<file path="config.mk">
export PLATFORM = sky130hd
export DESIGN_NAME = pio_cell
export DESIGN_NICKNAME = d
export VERILOG_FILES = /design/src/hw/pio_pkg.sv /design/src/hw/pio_cell.sv
export SDC_FILE = /design/constraint.sdc
export NUM_CORES = 1
export LEC_CHECK = 0
export ABC_AREA = 0
export ABC_CLOCK_PERIOD_IN_PS = 1100
export BUFFER_PORTS_ARGS = -buffer_cell sky130_fd_sc_hd__buf_2
export CAP_MARGIN = 10
export CORE_MARGIN = 2
export CORE_UTILIZATION = 32
export CTS_CLUSTER_DIAMETER = 40
export DETAILED_ROUTE_END_ITERATION = 16
export GPL_ROUTABILITY_DRIVEN = 0
export GPL_TIMING_DRIVEN = 1
export HOLD_SLACK_MARGIN = 0.12
export PLACE_DENSITY = 0.79
export RECOVER_POWER = 25
export SETUP_SLACK_MARGIN = 0.1
export SYNTH_ARGS = -nofsm -noshare
export SYNTH_HDL_FRONTEND = slang
export SYNTH_SLANG_ARGS = --single-unit
</file>
<file path="constraint.sdc">
create_clock -name pclk -period 1.1 [get_ports pclk]
set_input_delay 0.055 -clock pclk [delete_from_list [all_inputs] [get_ports pclk]]
set_output_delay 0.055 -clock pclk [all_outputs]
set_load 0.1 [all_outputs]
</file>
<file path="src/hw/pio_pkg.sv">
package pio_pkg;

   // Register byte offsets on the APB port.
   localparam logic [11:0] PIO_OFF_CTRL = 12'h000;
   localparam logic [11:0] PIO_OFF_STATUS = 12'h004;

   // CTRL fields.
   localparam int PIO_CTRL_MODE_POS = 0;
   localparam int PIO_CTRL_MODE_W = 2;
   localparam logic [1:0] PIO_CTRL_MODE_RST = 2'h2;

   // STATUS fields.
   localparam int PIO_STAT_DIN_HI_POS = 0;
   localparam int PIO_STAT_DIN_LO_POS = 1;
   localparam int PIO_STAT_OE_POS = 2;
   localparam int PIO_STAT_PAD_OUT_POS = 3;
   localparam int PIO_STAT_LEVEL_POS = 4;

   localparam logic [31:0] PIO_RDATA_RST = 32'h0000_0000;

   // Order fixes the CTRL mode encoding: 0 input, 1 output, 2 bidirectional, 3 off.
   typedef enum logic [1:0] {
      PIO_MODE_IN,
      PIO_MODE_OUT,
      PIO_MODE_BIDIR,
      PIO_MODE_OFF
   } pio_mode_t;

endpackage

</file>
<file path="src/hw/pio_cell.sv">
// Behaviour
// - One shared clear/preset source for all registers.
// - Each cell chooses preset or clear function.
// - Registers come up at configured level. The code resets the falling output half to 0.
// - Low power-up level: asynchronous control clears.
// - High power-up level: asynchronous control presets. The code clears the falling output half instead.
// - Synchronous reset acts on active clock edge.
// - Six registers give double-data-rate on both edges.
// - Modes: DDR input, DDR output, bidirectional.
// - Two input registers capture on alternating edges.
// - Latch holds high-phase bit, aligning both bits.
//
// Our own choices: the APB interface to the registers and the address map.
`timescale 1ns/1ps
`default_nettype none

module pio_cell
   import pio_pkg::*;
#(
   parameter bit PWR_UP_HIGH = 1'b0
) (
   input wire logic pclk,
   input wire logic presetn,
   input wire logic psel,
   input wire logic penable,
   input wire logic pwrite,
   input wire logic [11:0] paddr,
   input wire logic [31:0] pwdata,
   output logic [31:0] prdata,
   output logic pready,
   output logic pslverr,
   input wire logic pad_in,
   output logic pad_out,
   output logic pad_oe,
   input wire logic dout_a,
   input wire logic dout_b,
   input wire logic oe_req,
   input wire logic ce_in,
   input wire logic ce_out,
   input wire logic sclr,
   input wire logic aclr,
   output logic din_hi,
   output logic din_lo
);

   // The power-up level is a build-time choice, so every cell register resets to a constant.
   localparam logic LVL = PWR_UP_HIGH;

   // The mode field must hold every mode code, or decode and reset would disagree.
   if (PIO_CTRL_MODE_W != $bits(pio_mode_t)) begin : g_mode_w_check
      $error("mode field width does not match the mode type");
   end

   // Register bank on APB.
   pio_mode_t mode_q, mode_d;
   logic [31:0] prdata_q, prdata_d;
   logic pready_q, pready_d;
   logic pslverr_q, pslverr_d;
   logic setup_ph, access_ph, ctrl_sel, stat_sel;

   // Cell registers.
   logic arst_n;
   logic cap_pos_q, cap_pos_d, cap_neg_q, cap_neg_d, lat_q, lat_d;
   logic din_hi_q, din_hi_d, din_lo_q, din_lo_d;
   logic out_pos_q, out_pos_d, out_neg_q, out_neg_d;
   logic oe_pos_q, oe_pos_d, oe_neg_q, oe_neg_d;
   logic in_on, out_drv;

   assign setup_ph = psel & ~penable;
   assign access_ph = psel & penable & pready_q;

   always_comb begin
      ctrl_sel = 1'b0;
      stat_sel = 1'b0;
      if (paddr == PIO_OFF_CTRL) begin
         ctrl_sel = 1'b1;
      end else if (paddr == PIO_OFF_STATUS) begin
         stat_sel = 1'b1;
      end
   end

   // Every access gets exactly one wait-free access cycle; the answer is prepared in setup.
   always_comb begin
      mode_d = mode_q;
      pready_d = setup_ph;
      pslverr_d = 1'b0;
      prdata_d = PIO_RDATA_RST;
      if (setup_ph) begin
         pslverr_d = ~(ctrl_sel | stat_sel);
         if (!pwrite && ctrl_sel) begin
            prdata_d[PIO_CTRL_MODE_POS +: PIO_CTRL_MODE_W] = mode_q;
         end else if (!pwrite && stat_sel) begin
            prdata_d[PIO_STAT_DIN_HI_POS] = din_hi_q;
            prdata_d[PIO_STAT_DIN_LO_POS] = din_lo_q;
            prdata_d[PIO_STAT_OE_POS] = pad_oe;
            prdata_d[PIO_STAT_PAD_OUT_POS] = pad_out;
            prdata_d[PIO_STAT_LEVEL_POS] = LVL;
         end
      end
      if (access_ph && pwrite && ctrl_sel) begin
         mode_d = pio_mode_t'(pwdata[PIO_CTRL_MODE_POS +: PIO_CTRL_MODE_W]);
      end
   end

   always_ff @(posedge pclk or negedge presetn) begin
      if (!presetn) begin
         mode_q <= pio_mode_t'(PIO_CTRL_MODE_RST);
         prdata_q <= PIO_RDATA_RST;
         pready_q <= 1'b0;
         pslverr_q <= 1'b0;
      end else begin
         mode_q <= mode_d;
         prdata_q <= prdata_d;
         pready_q <= pready_d;
         pslverr_q <= pslverr_d;
      end
   end

   assign prdata = prdata_q;
   // The answer stands one cycle, so a stretched access cannot write twice.
   assign pready = pready_q;
   assign pslverr = pslverr_q;

   // One async source feeds all cell registers; gating it with the array line keeps it immediate.
   assign arst_n = presetn & ~aclr;

   // Capture enable gates only the aligned outputs; the edge flops keep sampling the pin.
   // Mode code 3 parks the cell: it neither drives the pad nor updates the captured bits.
   assign in_on = ce_in & ((mode_q == PIO_MODE_IN) | (mode_q == PIO_MODE_BIDIR));
   assign out_drv = (mode_q == PIO_MODE_OUT) | ((mode_q == PIO_MODE_BIDIR) & oe_req);

   // Rising-edge registers: input capture, realignment, output and enable halves.
   always_comb begin
      cap_pos_d = pad_in;
      din_hi_d = in_on ? lat_q : din_hi_q;
      din_lo_d = in_on ? cap_neg_q : din_lo_q;
      out_pos_d = ce_out ? (dout_a ^ out_neg_q) : out_pos_q;
      oe_pos_d = out_drv;
      // The output half cancels its partner, so the pad shows the level on this edge.
      if (sclr) begin
         cap_pos_d = LVL;
         din_hi_d = LVL;
         din_lo_d = LVL;
         out_pos_d = LVL ^ out_neg_q;
         oe_pos_d = LVL;
      end
   end

   always_ff @(posedge pclk or negedge arst_n) begin
      if (!arst_n) begin
         cap_pos_q <= LVL;
         din_hi_q <= LVL;
         din_lo_q <= LVL;
         out_pos_q <= LVL;
         oe_pos_q <= LVL;
      end else begin
         cap_pos_q <= cap_pos_d;
         din_hi_q <= din_hi_d;
         din_lo_q <= din_lo_d;
         out_pos_q <= out_pos_d;
         oe_pos_q <= oe_pos_d;
      end
   end

   // Falling-edge registers. The holding stage keeps the rising-edge bit through the low phase.
   always_comb begin
      cap_neg_d = pad_in;
      lat_d = cap_pos_q;
      out_neg_d = ce_out ? (dout_b ^ out_pos_q) : out_neg_q;
      oe_neg_d = oe_pos_q;
      // Same cancelling trick as the rising half keeps the pad at the level.
      if (sclr) begin
         cap_neg_d = LVL;
         lat_d = LVL;
         out_neg_d = LVL ^ out_pos_q;
         oe_neg_d = LVL;
      end
   end

   // The falling output half resets to zero so the pad value (the XOR) equals the level.
   always_ff @(negedge pclk or negedge arst_n) begin
      if (!arst_n) begin
         cap_neg_q <= LVL;
         lat_q <= LVL;
         out_neg_q <= 1'b0;
         oe_neg_q <= LVL;
      end else begin
         cap_neg_q <= cap_neg_d;
         lat_q <= lat_d;
         out_neg_q <= out_neg_d;
         oe_neg_q <= oe_neg_d;
      end
   end

   // The XOR pair switches the pad on each edge without a clock-driven mux, avoiding glitches.
   assign pad_out = out_pos_q ^ out_neg_q;
   // Enable turns on half a cycle late but off at once, so turnaround never overlaps.
   assign pad_oe = oe_pos_q & oe_neg_q;
   assign din_hi = din_hi_q;
   assign din_lo = din_lo_q;

   // Helper samples for checks on the falling edge.
   logic chk_ce_q, chk_a_q, chk_sclr_q;
   always_ff @(posedge pclk or negedge presetn) begin
      if (!presetn) begin
         chk_ce_q <= 1'b0;
         chk_a_q <= 1'b0;
         chk_sclr_q <= 1'b1;
      end else begin
         chk_ce_q <= ce_out;
         chk_a_q <= dout_a;
         chk_sclr_q <= sclr;
      end
   end

   // Clear, preset and reset checks.
   a_reset_level: assert property (@(posedge pclk)
      $rose(presetn) |-> din_hi == LVL && din_lo == LVL && pad_out == LVL)
      else $error("cell registers not at power-up level after reset");

   a_aclr_force: assert property (@(posedge pclk) disable iff (!presetn)
      aclr |-> din_hi == LVL && din_lo == LVL && pad_out == LVL && lat_q == LVL)
      else $error("asynchronous control did not force the level");

   a_aclr_enable: assert property (@(posedge pclk) disable iff (!presetn)
      aclr |-> pad_oe == LVL && cap_pos_q == LVL && cap_neg_q == LVL)
      else $error("asynchronous control missed a cell register");

   a_sclr_sync: assert property (@(posedge pclk) disable iff (!arst_n)
      sclr && in_on |=> din_hi == LVL && din_lo == LVL
         && out_pos_q == (LVL ^ $past(out_neg_q)))
      else $error("synchronous reset lost to data");

   // Input capture checks.
   a_hold_stage: assert property (@(posedge pclk) disable iff (!arst_n)
      !sclr |-> lat_q == cap_pos_q)
      else $error("holding stage lost the rising-edge bit");

   a_din_align: assert property (@(posedge pclk) disable iff (!arst_n)
      in_on && !sclr |=> din_hi == $past(lat_q) && din_lo == $past(cap_neg_q))
      else $error("input bits not aligned to one edge");

   a_din_hold: assert property (@(posedge pclk) disable iff (!arst_n)
      !in_on && !sclr |=> $stable(din_hi) && $stable(din_lo))
      else $error("input bits moved while capture was off");

   // Output and enable checks.
   a_ddr_out_rise: assert property (@(negedge pclk) disable iff (!arst_n)
      chk_ce_q && !chk_sclr_q |-> pad_out == chk_a_q)
      else $error("rising half of output not on pad");

   a_ddr_out_fall: assert property (@(posedge pclk) disable iff (!arst_n)
      ce_out && !sclr |-> pad_out == dout_b)
      else $error("falling half of output not on pad");

   a_out_hold: assert property (@(posedge pclk) disable iff (!arst_n)
      !ce_out && !sclr ##1 !ce_out && !sclr |-> $stable(pad_out))
      else $error("pad value moved while output capture was off");

   a_input_no_drive: assert property (@(posedge pclk) disable iff (!arst_n || sclr)
      mode_q == PIO_MODE_IN |=> !pad_oe)
      else $error("pad driven in input mode");

   a_out_drives: assert property (@(posedge pclk) disable iff (!arst_n)
      mode_q == PIO_MODE_OUT && !sclr ##1 mode_q == PIO_MODE_OUT && !sclr ##1 !sclr |-> pad_oe)
      else $error("pad not driven in output mode");

   a_bidir_oe_off: assert property (@(posedge pclk) disable iff (!arst_n)
      mode_q == PIO_MODE_BIDIR && !oe_req && !sclr |=> !pad_oe)
      else $error("pad still driven after the bidirectional enable dropped");

   // Register port checks.
   a_apb_unmapped: assert property (@(posedge pclk) disable iff (!presetn)
      setup_ph && !ctrl_sel && !stat_sel |=> pready && pslverr)
      else $error("unmapped address not refused");

   a_apb_answer: assert property (@(posedge pclk) disable iff (!presetn)
      setup_ph |=> pready ##1 !pready)
      else $error("register port did not answer in one access cycle");

   a_apb_mapped: assert property (@(posedge pclk) disable iff (!presetn)
      setup_ph && (ctrl_sel || stat_sel) |=> pready && !pslverr)
      else $error("mapped address refused");

   a_stat_level: assert property (@(posedge pclk) disable iff (!presetn)
      setup_ph && !pwrite && stat_sel |=> prdata[PIO_STAT_LEVEL_POS] == LVL)
      else $error("status does not show the power-up level");

   a_mode_write: assert property (@(posedge pclk) disable iff (!presetn)
      access_ph && pwrite && ctrl_sel |=> mode_q == pio_mode_t'($past(pwdata[1:0])))
      else $error("mode write not taken");

   // Main scenarios.
   c_ddr_input: cover property (@(posedge pclk) disable iff (!arst_n)
      in_on ##1 in_on && din_hi != din_lo);
   c_bidir_turn: cover property (@(posedge pclk) disable iff (!arst_n)
      mode_q == PIO_MODE_BIDIR && pad_oe ##[1:20] !pad_oe);
   c_sync_reset: cover property (@(posedge pclk) disable iff (!arst_n) sclr && ce_out);
   c_async_clear: cover property (@(posedge pclk) disable iff (!presetn) aclr);
   c_apb_error: cover property (@(posedge pclk) disable iff (!presetn) pslverr && pready);

endmodule // pio_cell

`default_nettype wire

</file>
==> results of run 1 <==
-- synthesized netlist by cell type (all sizes together) --
| library cell | number |
|---|---|
| nand2 | 1 |
| clkbuf | 1 |
| a31oi | 2 |
| dfstp | 1 |
| nor2b | 6 |
| conb | 1 |
| o22a | 2 |
| inv | 4 |
| mux2i | 4 |
| nand3 | 2 |
| mux2 | 2 |
| nand3b | 1 |
| nor2 | 9 |
| nor4 | 2 |
| a21oi | 4 |
| nand4 | 2 |
| xor2 | 1 |
| buf | 28 |
| dfrtp | 12 |
| nand2b | 2 |
| or4 | 1 |
| dfrtn | 4 |
-- flip-flops by register name, indices dropped and copies added, names as in the netlist --
register	flops
out_neg_q	1
pslverr	1
din_hi	1
cap_neg_q	1
oe_neg_q	1
out_pos_q	1
lat_q	1
prdata	4
cap_pos_q	1
pready	1
mode_q	2
din_lo	1
oe_pos_q	1
-- cells in the final DEF, fill, tap and decap left out, types with 3 or more instances in the layout --
master / n
sky130_fd_sc_hd__a21oi_1: 3
sky130_fd_sc_hd__buf_12: 8
sky130_fd_sc_hd__buf_2: 25
sky130_fd_sc_hd__buf_4: 14
sky130_fd_sc_hd__buf_6: 7
sky130_fd_sc_hd__clkbuf_4: 3
sky130_fd_sc_hd__conb_1: 28
sky130_fd_sc_hd__dfrtn_1: 4
sky130_fd_sc_hd__dfrtp_1: 9
sky130_fd_sc_hd__dlygate4sd3_1: 11
sky130_fd_sc_hd__inv_1: 3
sky130_fd_sc_hd__mux2i_1: 4
sky130_fd_sc_hd__nor2_1: 8
sky130_fd_sc_hd__nor2b_1: 3
-- timing repair --
action | in CTS | in global routing
pin swaps | 3 | 1
hold endpoints to repair | 25 | 5
endpoints found under the setup margin | 17 | 24
resized for setup | 8 | 11
setup buffers | 3 | 5
hold buffers | 10 | 1
-- routing by layer --
metal,up-vias,part of all wire,track usage
li1,382,-,-
met1,397,0.33,0.116
met2,46,0.56,0.283
met3,7,0.078,0.0308
met4,0,0.030,0.0747
met5,-,0,0
-- cells by family (layout without fill, tap and decap cells) --
family                    after synthesis  after routing  share of synthesized area
AOI/OAI and AO/OA                       8              8                     0.0523
other                                   1             28                    0.00392
DFF                                    17             17                      0.446
muxes                                   6              6                     0.0654
and+or+nand+nor                        26             26                      0.184
xor gates and xnor gates                1              1                    0.00915
buffers and inverters                  33             74                      0.239
-- report_power, final --
part	total, mW	switching (mW)	internal [mW]
Sequential	0.680	0.0256	0.654
Clock	0.341	0.200	0.141
Combinational	1.01	0.712	0.295
Total	2.03	0.937	1.09
-- layout make-up --
class	instances	area (um^2)	area share
Tap cell	31	38.8	0.0249
Inverter	4	18.8	0.0120
Clock buffer	4	26.3	0.0168
Timing Repair Buffer	66	583	0.374
Sequential cell	17	433	0.277
Multi-Input combinational cell	69	460	0.295
-- critical path, delay by kind of cell (launching register included) --
kind | cells | cell delay (ns)
flops | 1 | 0.51
xor+xnor | 1 | 0.19
buf+inv | 1 | 0.19
-- metrics by stage --
step                worst slack (ns)  TNS, ns  total power, mW  hold slack [ns]   util
CTS                           -0.697    -3.03             1.98           -0.182  0.530
finish                        -0.693    -3.12             2.03            0.152  0.556
floorplan                     -0.814    -3.18             1.44           -0.241      -
global route                  -0.723    -3.52             2.11            0.160  0.556
detailed placement            -0.414    -3.64             1.58          -0.0162  0.467
global placement              -0.372    -3.06             1.56          -0.0119  0.467
-- worst paths after layout --
path,from,endpoint
hold reg to reg,mode_q[1],oe_pos_q
min in group asynchronous,presetn,pslverr
setup / recovery,out_neg_q,pad_out
hold / removal,dout_a,out_pos_q
setup reg to reg,out_neg_q,prdata[3]
max in group asynchronous,presetn,cap_neg_q
==> summary.md, run 1 <==
| Metric | Value |
|---|---|
| Layout net count | 218 |
| RSZ-0062 raised after global routing | true |
| Cell taking the most area after synthesis | sky130_fd_sc_hd__dfrtp_1 |
| Number of buffers added by the clock tree synthesis step | 3 |
| Cell area after placement | between 0.001 and 0.0015 mm^2 |
| Highest net fanout along the worst path | 2 |
| Clock latency at the later pin of the worst-skew pair | 0.29 ns |
| All-Layer GR Usage | 0.137 |
| Antenna Diode Count | 0 |
| Min-Delay Path Depth | 3 |
| Outcome | finished with violations |
| Clock-pin transition on the worst setup and hold timing paths | about 0.10 ns |
| Depth of the CTS H-tree | 1 |
| Die outline width | around 59 um |
| Endpoint class of the critical path | output pin |
| Static leakage | 0.776 nW |
| Initial antenna violation count | 0 |
| First-iteration detailed-routing DRC count | 19 |
| Avg Inst Size Synth | 10.4 um^2 |
| CTS tree | done |
| Critical setup path kind | flip-flop to output pin |
| DRT antenna net count | 0 |
| Slowest cell on crit path | sky130_fd_sc_hd__dfrtn_1 |
| Max-capacitance violation count | 0 |
| Detailed placer's ending HPWL | approximately 1.7 mm |
| Number of top-level pins | 95 |
| Top post-synthesis cells by area | sky130_fd_sc_hd__dfrtp_1 31%, sky130_fd_sc_hd__buf_4 22%, sky130_fd_sc_hd__dfrtn_1 10% |
| Proportion of synthesized chip area in sequential cells | 0.446 |
| Post-synthesis sequential element count | 17 |
| Worst Clk Skew | approximately 0.0011 ns |
| Class of the tightest hold or removal check | primary input to flip-flop |
| CP required | between 1 and 1.5 ns |
| Detailed-route DRC error count | 6 |
| Largest stage delay, worst path | 0.51 ns |
| Placement Rows | 19 |
| Layout overhead on the synthesized area | 63.0% |
| DIE HEIGHT | 58.7 um |
| Largest net degree at the start of global routing | 10 |
| Power density over the cells | 1300 mW/mm^2 |
| Number of distinct library cells after synthesis | 23 |
| Initial standard-cell utilization of the core | 0.341 |
| Final routed wirelength across all metal layers | 2.25 mm |
| Gr ovfl total | 0 |
| Worst-case clock buffer depth | 2 |
| Number of detailed-route iterations in the first pass | 10 |
| Wire length of the first global-routing pass | 3.49 mm |
| Placeable Area | approximately 0.0028 mm^2 |
| DR vias | 832 |
| Setup WS post-layout | -0.693 ns |
| VDD IR max | 0.579 mV |
| Routed length per instance | 11.8 um |
| Setup Viol. Count Final | 13 |
| Violations in the final reports | DRC, setup timing |
| Finished Layout Cells | 191 |
| Proportion of layout cells with a drive suffix above 1 | 0.475 |
| Design area | around 0.0016 mm^2 |
| Number of global-route vias before repair | 873 |
| Hold violation total from the final report | 0 |
| TritonCTS sink count | 17 |
| Synth warnings | 0 |
| Mapped cell area | 957 um^2 |
| Post-synthesis cell count | 92 |
| Routed via count divided by cell count | between 4 and 5 |
| Die area | 0.00344 mm^2 |
| Port Buf Inserts | 36 |
| Crit-path cells | xor2_4 > buf_12 |
| CTS Root Cell | sky130_fd_sc_hd__clkbuf_4 |
| Number of fillers in the final layout | 238 |
| Critical path startpoint category | flip-flop |
| Register-to-register path setup slack | -0.55 ns |
| Cells after DPL | 169 |
| Fraction of post-synthesis cell area in the top cell type by area | 0.314 |
| Count of cells along the worst register-to-register path | 4 |
| Data arrival time at the worst-slack endpoint | roughly 1.7 ns |
| Max-slew violation total from the final report | 0 |
Power figures use the tool's default switching activity.
==> inputs of run 2 (changes only) <==
==> constraint.sdc (replaced) <==
create_clock -name pclk -period 1.1 [get_ports pclk]
set_input_delay 0.165 -clock pclk [delete_from_list [all_inputs] [get_ports pclk]]
set_output_delay 0.165 -clock pclk [all_outputs]
set_load 0.1 [all_outputs]
==> run 2 against run 1 <==
- the run still ends with DRC, setup timing left
- sequential share of layout area rose by 0.68 points
- sequential power barely moved
- clock power fell by 2%
- die area did not move
- global-route usage fell by 1.4 points
- count of clock-buffer cells in the layout did not move
- register-to-register slack barely moved
- wire length fell by 11%
- worst setup slack got worse by 0.091 ns
- critical path depth did not move
- clock skew rose by 0.0044 ns
- critical endpoint unchanged
- largest cell class unchanged
- largest power group unchanged
==> summary.md, run 2 (synthesized netlist as in run 1, its figures left out) <==
| Metric | Value |
|---|---|
| Proportion of layout cells with a drive suffix above 1 | 0.536 (was 0.475) |
| Detailed-route DRC error count | 4 (was 6) |
| Largest net degree at the start of global routing | 10 (unchanged) |
| DIE HEIGHT | 58.7 um (unchanged) |
| Die outline width | 58.7 um (unchanged) |
| Data arrival time at the worst-slack endpoint | 1.72 ns (was 1.74 ns) |
| Placement Rows | 19 (unchanged) |
| Critical setup path kind | flip-flop to output pin (unchanged) |
| Number of buffers added by the clock tree synthesis step | 3 (unchanged) |
| Port Buf Inserts | 36 (unchanged) |
| Highest-count cells in the layout ignoring fill and taps | 28 x sky130_fd_sc_hd__conb_1, 25 x sky130_fd_sc_hd__buf_2, 15 x sky130_fd_sc_hd__buf_4 (was 28 x sky130_fd_sc_hd__conb_1, 25 x sky130_fd_sc_hd__buf_2, 14 x sky130_fd_sc_hd__buf_4) |
| Wire length on met2 | 1.11 mm (was 1.26 mm) |
| Wire length of the first global-routing pass | 3.24 mm (was 3.49 mm) |
| RSZ-0062 raised after global routing | true (unchanged) |
| Initial antenna violation count | 0 (unchanged) |
| Number of fillers in the final layout | 258 (was 238) |
| VDD IR max | 0.536 mV (was 0.579 mV) |
| M1 WL | 764 um (was 751 um) |
| Critical path startpoint category | flip-flop (unchanged) |
| Slowest cell on crit path | sky130_fd_sc_hd__dfrtn_1 (unchanged) |
| Hold violation total from the final report | 0 (unchanged) |
| Count of cells along the worst register-to-register path | 4 (unchanged) |
| CP required | 0.94 ns (was 1.04 ns) |
| Number of global-route vias before repair | 750 (was 873) |
| Setup Viol. Count Final | 15 (was 13) |
| Highest net fanout along the worst path | 2 (unchanged) |
| Layout overhead on the synthesized area | 60.0% (was 63.0%) |
| First-iteration detailed-routing DRC count | 25 (was 19) |
| Die area | 0.00344 mm^2 (unchanged) |
| Number of top-level pins | 95 (unchanged) |
| Worst-case setup slack after placement | -0.482 ns (was -0.414 ns) |
| Routed via count divided by cell count | 4.13 (was 4.36) |
| Clock-pin transition on the worst setup and hold timing paths | 0.10 ns (about the same) |
| Fin Setup TNS | -3.71 ns (was -3.12 ns) |
| CTS Root Cell | sky130_fd_sc_hd__clkbuf_4 (unchanged) |
| DR vias | 760 (was 832) |
| Number of detailed-route iterations in the first pass | 10 (unchanged) |
| Placeable Area | 0.00281 mm^2 (unchanged) |
| Max-capacitance violation count | 0 (unchanged) |
| Initial standard-cell utilization of the core | 0.341 (unchanged) |
| Worst-case clock buffer depth | 2 (unchanged) |
| Finished Layout Cells | 184 (was 191) |
| Layout net count | 211 (was 218) |
| Depth of the CTS H-tree | 1 (unchanged) |
| All-Layer GR Usage | 0.123 (was 0.137) |
| Routed length per instance | 10.9 um (was 11.8 um) |
| DRT antenna net count | 0 (unchanged) |
| Routed length on met3 | 137 um (was 175 um) |
| Power density over the cells | 1300 mW/mm^2 (about the same) |
| Max-slew violation total from the final report | 0 (unchanged) |
| Antenna Diode Count | 0 (unchanged) |
| Violations in the final reports | DRC, setup timing (unchanged) |
| Setup WS post-layout | -0.783 ns (was -0.693 ns) |
| Leading cell type in the layout, fill and taps excluded | sky130_fd_sc_hd__conb_1 (unchanged) |
| Final routed wirelength across all metal layers | 2.01 mm (was 2.25 mm) |
| TritonCTS sink count | 17 (unchanged) |
| CTS tree | done (unchanged) |
| Endpoint class of the critical path | output pin (unchanged) |
| Class of the tightest hold or removal check | primary input to async pin (was primary input to flip-flop) |
| Largest stage delay, worst path | 0.50 ns (was 0.51 ns) |
| Uppermost metal layer occupied by signal nets | met3 (was met4) |
| Outcome | finished with violations (unchanged) |
| Detailed placer's ending HPWL | 1.53 mm (was 1.74 mm) |
| Crit-path cells | xor2_4 > buf_12 (unchanged) |
| Clock latency at the later pin of the worst-skew pair | 0.28 ns (was 0.29 ns) |
| Worst Clk Skew | 0.00550 ns (was 0.00107 ns) |
| Gr ovfl total | 0 (unchanged) |
| Cells after DPL | 168 (was 169) |
| Number of flip-flops in the largest register | 4 (unchanged) |
| Static leakage | 0.754 nW (was 0.776 nW) |
-- run 2: cell type report --
class / instances / area [um^2] / area share
timing repair buffer: 59 / 528 / 0.345
clock buffer: 4 / 26.3 / 0.0172
tap: 31 / 38.8 / 0.0253
sequential: 17 / 435 / 0.284
inverter: 4 / 18.8 / 0.0123
multi-input combinational: 69 / 484 / 0.316
-- run 2: critical path, delay by kind of cell (launching register included) --
family	cells	cell delay, ns
xor gates and xnor gates	1	0.19
buffers and inverters	1	0.19
DFF	1	0.50
-- run 2: final timing paths --
path / start / to / slack (ns)
min in group pclk: pwdata[1] / mode_q[1] / 0.12
max in group asynchronous: presetn / oe_neg_q / 0.04
hold / removal: aclr / cap_pos_q / 0.02
setup reg to reg: out_neg_q / out_pos_q / -0.55
setup / recovery: out_neg_q / pad_out / -0.78
hold reg to reg: mode_q[1] / oe_pos_q / 0.58
-- run 2: what timing repair did --
action | 4_1_cts | 5_1_grt
pin swaps | 4 | 1
gates resized for setup | 8 | 7
endpoints found under the hold margin | 12 | 10
endpoints found under the setup margin | 23 | 27
hold buffers | 3 | 1
buffers inserted | 4 | 5
-- run 2: stage by stage --
step | util | hold slack (ns) | power, mW | cell area (um^2)
after floorplan | - | -0.131 | 1.45 | 1130
after global placement | 0.479 | 0.0935 | 1.57 | 1340
after detailed placement | 0.479 | 0.0881 | 1.58 | 1340
after CTS | 0.523 | -0.119 | 1.95 | 1470
after global routing | 0.546 | 0.0223 | 2.07 | 1530
final | 0.546 | 0.0209 | 1.99 | 1530
-- run 2: power by group --
group	internal [mW]	switching, mW
Combinational	0.270	0.707
Clock	0.141	0.193
Sequential	0.653	0.0248
Total	1.06	0.925
-- run 2: layer usage --
metal  global-route usage  vias up
met1                0.138      359
met5                    0        -
met2                0.228       33
met4               0.0357        0
met3               0.0308        0
li1                     -      368
